File: src/eds_pkg.sv
package eds_pkg;
   // divider-select code layout
   localparam int          CODE_W           = 4;
   localparam int          NUM_BANDS        = 16;
   localparam int          EDGE_SEL_POS     = 3;
   localparam int          RATIO_IDX_W      = 3;
   // each ratio step multiplies by 8, i.e. shifts by 3
   localparam int          RATIO_STEP_SHIFT = 3;
   // wide enough for the largest ratio, 2^21
   localparam int          DELAY_CNT_W      = 22;
   localparam logic [CODE_W-1:0] CODE_RESET = 4'h0;
   // timing
   localparam int          CLK_PERIOD_NS    = 25;
   localparam int          MASTER_PERIOD_NS = 1000;
   localparam int          STARTUP_PERIODS  = 500;
   localparam int          STARTUP_CNT_W    = 10;
   // operating states, one-hot
   typedef enum logic [2:0] {
      EDS_START = 3'b001,
      EDS_IDLE  = 3'b010,
      EDS_TIME  = 3'b100
   } eds_state_t;
endpackage

File: src/eds_code_if.sv
`timescale 1ns/1ps
interface eds_code_if;
   logic [3:0] code;
   modport src (output code);
   modport dst (input code);
endinterface

File: src/eds_code_quant.sv
`timescale 1ns/1ps
module eds_code_quant
   import eds_pkg::*;
#(
   parameter int LEVEL_W = 8
) (
   input  wire logic               clock_i,
   input  wire logic               rst_n_i,
   input  wire logic [LEVEL_W-1:0] ratio_level_i,
   input  wire logic [LEVEL_W-1:0] supply_level_i,
   eds_code_if.src                 code_if
);
   initial begin
      if (LEVEL_W < 4 || LEVEL_W > 24) begin
         $error("eds_code_quant: LEVEL_W out of range");
      end
   end

   logic [CODE_W-1:0]    code_reg;
   logic [CODE_W-1:0]    code_next;
   logic [LEVEL_W+3:0]   scaled;
   logic [LEVEL_W+3:0]   thresh;

   // [RULE6] equal supply bands
   // band count: number of k in 1..15 with 16*ratio >= k*supply
   always_comb begin
      code_next = CODE_W'(0);
      scaled    = {ratio_level_i, 4'h0};
      thresh    = '0;
      for (int k = 1; k < NUM_BANDS; k++) begin
         thresh = (LEVEL_W+4)'(k) * (LEVEL_W+4)'(supply_level_i);
         if (scaled >= thresh) begin
            code_next = CODE_W'(k);
         end
      end
   end

   // register the quantised code
   always_ff @(posedge clock_i) begin
      if (!rst_n_i) begin
         code_reg <= CODE_RESET;
      end else begin
         code_reg <= code_next;
      end
   end

   assign code_if.code = code_reg;
endmodule

File: src/eds_edge_delay.sv
`timescale 1ns/1ps
// Summary of operation
// [RULE1] delay equals selected ratio 1..2^21 times one master period
// [RULE2] ratio-pin level is quantised against supply into a 4-bit code
// [RULE3] the code sets the division ratio used while timing
// [RULE4] code msb is the edge-select bit, low three bits pick the ratio
// [RULE5] codes 0..7 ascend through ratios, codes 8..15 mirror them
// [RULE6] code bands are sixteen equal slices of the supply
// [RULE7] single-edge variant delays only one transition direction
// [RULE8] single-edge: bit 0 delays rising, bit 1 delays falling edges
// [RULE9] dual-edge variant delays both rising and falling transitions
// [RULE10] dual-edge: bit 1 inverts the output, bit 0 does not
// [RULE11] a transition to be delayed starts the master oscillator
// [RULE12] output changes only after the programmed delay has elapsed
// [RULE13] delays from 1 us to 33.6 s are supported; the ratios here stop at 2^21 master periods, about 2.1 s
// [RULE14] transitions shorter than the delay never reach the output
// [RULE15] input reverting abandons timing; next transition restarts it
// [RULE16] single-edge: the undelayed direction passes through at once
// [RULE17] after reset output held low, input ignored for 500 periods
// [RULE18] end of start-up copies input to output, inverted if configured
// [RULE19] delay timer counts master periods, cleared on input transition
// [RULE20] timed input is synchronised before edge detection
module eds_edge_delay
   import eds_pkg::*;
#(
   parameter bit DUAL_EDGE         = 1'b0,
   parameter int MASTER_PERIOD_NSP = MASTER_PERIOD_NS,
   parameter int STARTUP_COUNT     = STARTUP_PERIODS,
   parameter int LEVEL_W           = 8
) (
   input  wire logic               clock_i,
   input  wire logic               rst_n_i,
   input  wire logic               timed_in_i,
   input  wire logic [LEVEL_W-1:0] ratio_level_i,
   input  wire logic [LEVEL_W-1:0] supply_level_i,
   output logic                    delayed_out_o,
   output logic [3:0]              divider_select_code_o,
   output logic                    edge_select_bit_o,
   output logic                    timing_active_o,
   output logic                    ready_o
);
   // master period in clock cycles, rounded up
   localparam int MASTER_CYC = (MASTER_PERIOD_NSP + CLK_PERIOD_NS - 1) / CLK_PERIOD_NS;
   localparam int PRE_W      = $clog2(MASTER_CYC + 1);

   initial begin
      if (MASTER_CYC < 1 || STARTUP_COUNT < 1 || STARTUP_COUNT >= (1 << STARTUP_CNT_W)) begin
         $error("eds_edge_delay: timing parameters out of range");
      end
   end

   eds_code_if code_if ();

   // [RULE2] band quantiser
   eds_code_quant #(
      .LEVEL_W (LEVEL_W)
   ) u_quant (
      .clock_i        (clock_i),
      .rst_n_i        (rst_n_i),
      .ratio_level_i  (ratio_level_i),
      .supply_level_i (supply_level_i),
      .code_if        (code_if)
   );

   eds_state_t               state_reg, state_next;
   logic                     sync1_reg, sync2_reg, prev_reg;
   logic [CODE_W-1:0]        code_reg;
   logic [PRE_W-1:0]         pre_reg, pre_next;
   logic [STARTUP_CNT_W-1:0] start_reg, start_next;
   // [RULE13] counter spans 2^21
   logic [DELAY_CNT_W-1:0]   delay_reg, delay_next;
   logic                     out_reg, out_next;
   logic                     tick;
   logic                     edge_sel;
   logic [RATIO_IDX_W-1:0]   ratio_idx;
   logic [4:0]               ratio_shift;
   logic [DELAY_CNT_W-1:0]   ratio;
   logic                     target;
   logic                     delayed_dir;
   logic                     in_edge;
   logic                     active_next, ready_next;

   // [RULE4] split code into edge-select bit and ratio index
   assign edge_sel    = code_reg[EDGE_SEL_POS];
   // [RULE5] mirror upper half of the codes
   assign ratio_idx   = edge_sel ? ~code_reg[RATIO_IDX_W-1:0] : code_reg[RATIO_IDX_W-1:0];
   // [RULE3] ratio = 8^index
   assign ratio_shift = 5'(ratio_idx) * 5'(RATIO_STEP_SHIFT);
   assign ratio       = DELAY_CNT_W'(1) << ratio_shift;
   // [RULE1] master period tick
   assign tick        = (pre_reg == PRE_W'(MASTER_CYC - 1));
   // [RULE10] dual-edge output level, inverted when edge-select set
   assign target      = DUAL_EDGE ? (sync2_reg ^ edge_sel) : sync2_reg;
   // [RULE7] one direction only
   // [RULE9] dual delays both
   // [RULE8] single-edge direction selected by the edge-select bit
   assign delayed_dir = DUAL_EDGE | (target != edge_sel);
   assign in_edge     = sync2_reg ^ prev_reg;

   // next state of sequencer, timers and output
   always_comb begin
      state_next = state_reg;
      pre_next   = pre_reg;
      start_next = start_reg;
      delay_next = delay_reg;
      out_next   = out_reg;
      case (state_reg)
         EDS_START: begin
            // [RULE17] output low, input ignored
            out_next = 1'b0;
            pre_next = tick ? PRE_W'(0) : pre_reg + PRE_W'(1);
            if (tick) begin
               if (start_reg == STARTUP_CNT_W'(STARTUP_COUNT - 1)) begin
                  // [RULE18] copy input level without delay
                  out_next   = target;
                  state_next = EDS_IDLE;
               end else begin
                  start_next = start_reg + STARTUP_CNT_W'(1);
               end
            end
         end
         EDS_IDLE: begin
            pre_next   = PRE_W'(0);
            delay_next = DELAY_CNT_W'(0);
            if (target != out_reg) begin
               if (delayed_dir) begin
                  // [RULE11] start master oscillator
                  state_next = EDS_TIME;
               end else begin
                  // [RULE16] undelayed direction passes at once
                  out_next = target;
               end
            end
         end
         EDS_TIME: begin
            if (target == out_reg) begin
               // [RULE14] short pulse filtered
               // [RULE15] input reverted, abandon timing
               state_next = EDS_IDLE;
               pre_next   = PRE_W'(0);
               delay_next = DELAY_CNT_W'(0);
            end else if (in_edge) begin
               // [RULE19] clear timer on input transition
               pre_next   = PRE_W'(0);
               delay_next = DELAY_CNT_W'(0);
            end else begin
               pre_next = tick ? PRE_W'(0) : pre_reg + PRE_W'(1);
               if (tick) begin
                  // [RULE12] output follows only after full ratio of periods
                  if (delay_reg >= ratio - DELAY_CNT_W'(1)) begin
                     out_next   = target;
                     state_next = EDS_IDLE;
                  end else begin
                     delay_next = delay_reg + DELAY_CNT_W'(1);
                  end
               end
            end
         end
         default: begin
            state_next = EDS_START;
            out_next   = 1'b0;
         end
      endcase
   end

   // [RULE20] two-stage input synchroniser
   always_ff @(posedge clock_i) begin
      if (!rst_n_i) begin
         sync1_reg <= 1'b0;
         sync2_reg <= 1'b0;
         prev_reg  <= 1'b0;
      end else begin
         sync1_reg <= timed_in_i;
         sync2_reg <= sync1_reg;
         prev_reg  <= sync2_reg; // edge history, reads only the second stage
      end
   end

   // code taken from the quantiser, one clock behind it
   always_ff @(posedge clock_i) begin
      if (!rst_n_i) begin
         code_reg <= CODE_RESET;
      end else begin
         code_reg <= code_if.code;
      end
   end

   // sequencer, prescaler, start-up and delay counters
   always_ff @(posedge clock_i) begin
      if (!rst_n_i) begin
         state_reg <= EDS_START;
         pre_reg   <= '0;
         start_reg <= '0;
         delay_reg <= '0;
         out_reg   <= 1'b0;
      end else begin
         state_reg <= state_next;
         pre_reg   <= pre_next;
         start_reg <= start_next;
         delay_reg <= delay_next;
         out_reg   <= out_next;
      end
   end

   // status levels, taken from the next state so they line up with the output
   always_comb begin
      active_next = (state_next == EDS_TIME);
      ready_next  = (state_next != EDS_START);
   end

   // registered outputs, each straight from a flop
   always_ff @(posedge clock_i) begin
      if (!rst_n_i) begin
         delayed_out_o         <= 1'b0;
         divider_select_code_o <= CODE_RESET;
         edge_select_bit_o     <= 1'b0;
         timing_active_o       <= 1'b0;
         ready_o               <= 1'b0;
      end else begin
         delayed_out_o         <= out_next;
         divider_select_code_o <= code_reg;
         edge_select_bit_o     <= edge_sel;
         timing_active_o       <= active_next;
         ready_o               <= ready_next;
      end
   end
endmodule

File: config.mk
export PLATFORM = sky130hd
export DESIGN_NAME = eds_edge_delay
export DESIGN_NICKNAME = d
export VERILOG_FILES = /design/src/eds_pkg.sv /design/src/eds_code_if.sv /design/src/eds_code_quant.sv /design/src/eds_edge_delay.sv
export SDC_FILE = /design/constraint.sdc
export NUM_CORES = 1
export LEC_CHECK = 0
export CAP_MARGIN = 20
export CORE_AREA = 2 2 124 126
export DETAILED_ROUTE_END_ITERATION = 6
export DIE_AREA = 0 0 126 128
export DONT_BUFFER_PORTS = 1
export GPL_TIMING_DRIVEN = 0
export PLACE_DENSITY_LB_ADDON = 0.12
export SYNTH_ARGS = -nofsm -noshare
export SYNTH_HDL_FRONTEND = slang
export SYNTH_HIERARCHICAL = 1
export SYNTH_SLANG_ARGS = --single-unit
File: constraint.sdc
create_clock -name clock_i -period 5.3 [get_ports clock_i]
set_clock_uncertainty 0.1 [all_clocks]
set_input_delay 1.06 -clock clock_i [delete_from_list [all_inputs] [get_ports clock_i]]
set_output_delay 1.06 -clock clock_i [all_outputs]
set_load 0.005 [all_outputs]
==> metrics.cfg <==
[sta]
worst_slew_pin_slew_ns=1.01
fmax_ghz=0.201
relSlewSlack_pct=31.8
layout_setup_ws_ns=0.321
drv_slew=0
fin_crit_sh_pct=93.9
final-setup-viol-count=0
hold_viol=0
finalCriticalPeriod_ns=4.98

[place]
gp_congestion=0.903
dp.cells=1224
dpl.hpwl_microns=16200
port_buffers=0
pre_cts_slack_ns=-0.388

[grt]
grt-ovfl-total=0
antenna_found_initial=0
grt_pass1_vias=6778
grt_max_degree=20
grt_usage_pct=25.3
grt_pass1_wl_microns=33500

[flow_run]
maxCapViolations=0

[outcome]
outcome=finished, final reports clean

[setup_path]
crit_buf_inv=0
worst_setup_path_start_kind=input pin
cp_slowest_cell=a2111oi_1
cp_cell_sequence=ha_1 > ha_1 > xor2_1 > ha_1 > a21oi_1 > nor2_1 > o21a_1 > o21ai_1 > a21boi_0 > o21ai_0 > a21oi_1 > nor2_1 > xor2_1 > ha_1 > a2111oi_1 > a21o_1 > o31a_1 > a21boi_0 > a211oi_1 > o211ai_1 > o211ai_1
worst_ep_required_time_ns=5.41
crit_top_cell=ha_1
critical_path.top_delay_family=compound AO/OA/AOI/OAI gates
worstSetupEndpointType=register
setup.worst_path.class=in2reg
crit_path_max_incr_delay_ns=0.41
crit_arrival_ns=5.09
crit_fanout=9

[route]
viasPerCell=5.89
drtIter0Drc=472
dr.pass1.iters=5
ant_nets=0
vias=7308
routedWlPerCell_microns=16.6
wirelength_microns=20600
drcViolationCount=0

[floorplan]
dieWidth_microns=126
ios=27
row_count=45
die_area_sq_mm=0.0161
core_area_sq_mm=0.0149
start_util_pct=58.4
die_h_microns=128

[power_and_ir_drop]
vdd_drop_max_v=0.000178
power.density_mw_per_mm2=249
power_frac_seq_pct=20.4
total_power_uw=2320
comb_power_share_pct=52.3
internal_power_uw=1420
switchingPower_uw=894
clkPwrFrac_pct=27.3
p_leak_uw=0.00420
swShare_pct=38.6

[logic_synthesis]
synth-main-ff-cell=dfxtp_1
ys_ff_latch=59
yosysUniqueCellTypes=79
synthArstFlopShare_pct=0
ys_seq_area_share_pct=13.6
syn_area_sq_mm=0.00868
netlist_instances=1036
synth.largest_area_cell=ha_1
yosysWarnings=6
synth_top_area_share_pct=27.9
synth_edf_count=0
synth.area.top_cells=ha_1, dfxtp_1, fa_1
syn_avg_cell_area_sq_um=8.38
synth_fp_nets=1278

[finish]
antenna_cells=0
layout_common_cells=ha_1, inv_1, nor2_1
largest_reg_flops=22
final_nets=1289
regArea_sq_mm=0.00118
nFillCells=1363
drive_gt1_share_pct=5.13
final_cells=1240
multi_input_area_sq_mm=0.00709
area_growth_pct=7.09
layout_commonest_cell=ha_1

[clock_network]
cts_buffer_depth=2
path_clk_slew_ns=0.05
cts-root-buf=clkbuf_16
cts_buffers=9
post_cts_buffers=0
htreeDepth=3
cts_tree=built
cts.sinks=59
clk_latency_ns=0.33

[hold_path]
hp-class=reg2reg

logic make-up (layout without fill, tap and decap cells):
| kind of cell | count (synthesis) | after routing | share of synthesized area, % |
|---|---|---|---|
| buffers and inverters | 115 | 131 | 5.29 |
| DFF | 59 | 59 | 13.6 |
| muxes | 5 | 5 | 0.591 |
| xor gates and xnor gates | 70 | 70 | 7.06 |
| and+or+nand+nor | 287 | 287 | 17.1 |
| AOI/OAI and AO/OA | 275 | 275 | 21.5 |
| adders and majority gates | 225 | 225 | 34.9 |
final cells by class:
class / instances / share of cell area [%]
plain buffers: 21 / 1.14
clock buffers: 10 / 2.57
clock inverters: 6 / 0.955
inverters: 94 / 3.83
multi-input cells: 862 / 76.3
flip-flops and latches: 59 / 12.7
well taps: 188 / 2.53
timing repair:
action,4_1_cts,5_1_grt
hold buffers,0,0
resized for setup,1,11
pin swaps,0,1
setup endpoints to repair,2,4
stage by stage:
step | area [sq um] | hold slack, ns | utilization [%] | setup TNS (ns)
2_1_floorplan | 8680 | 0.306 | - | 0
3_3_place_gp | 8920 | 0.314 | 60.0 | -0.930
3_5_place_dp | 8920 | 0.317 | 60.0 | -1.09
4_1_cts | 9260 | 0.329 | 62.3 | 0
5_1_grt | 9300 | 0.349 | 62.6 | -0.0595
6_report | 9300 | 0.329 | 62.6 | 0
Yosys cell counts, drive strengths merged, types with 11 or more instances:
cell	instances
xor2	29
and2	16
fa	29
xnor2	41
a211oi	20
nor3	19
o21a	15
o21bai	15
o21ai	48
o211ai	15
nor2b	12
nand4	18
dfxtp	59
nor2	73
nand2b	15
inv	93
a21oi	71
nand3	19
a21o	22
ha	194
buf	11
nand2	65
or3	11
power groups by stage:
| stage | clock network, uW | logic (uW) | registers, uW |
|---|---|---|---|
| after floorplan | 0 | 935 | 480 |
| after global placement | 0 | 1140 | 482 |
| after detailed placement | 0 | 1170 | 482 |
| after CTS | 641 | 1180 | 473 |
| after global routing | 658 | 1390 | 474 |
| final | 634 | 1210 | 473 |
metal layers:
| layer | vias up | share of wire, % | GRT usage, % |
|---|---|---|---|
| met5 | - | 0 | 0 |
| met4 | 0 | 1.6 | 7.56 |
| met3 | 25 | 2.1 | 2.30 |
| met2 | 107 | 50 | 45.6 |
| met1 | 3385 | 47 | 32.1 |
| li1 | 3791 | - | - |
final timing paths:
check | startpoint | to | slack (ns) | cells past startpoint
max | supply_level_i[0] | u_quant/code_if.code[0] | 0.32 | 21
min | u_quant/code_if.code[2] | code_reg[2] | 0.33 | 1
max reg2reg | code_reg[3] | delay_reg[7] | 0.68 | 16
min reg2reg | u_quant/code_if.code[2] | code_reg[2] | 0.33 | 1
(Power assumes the default switching activity.)
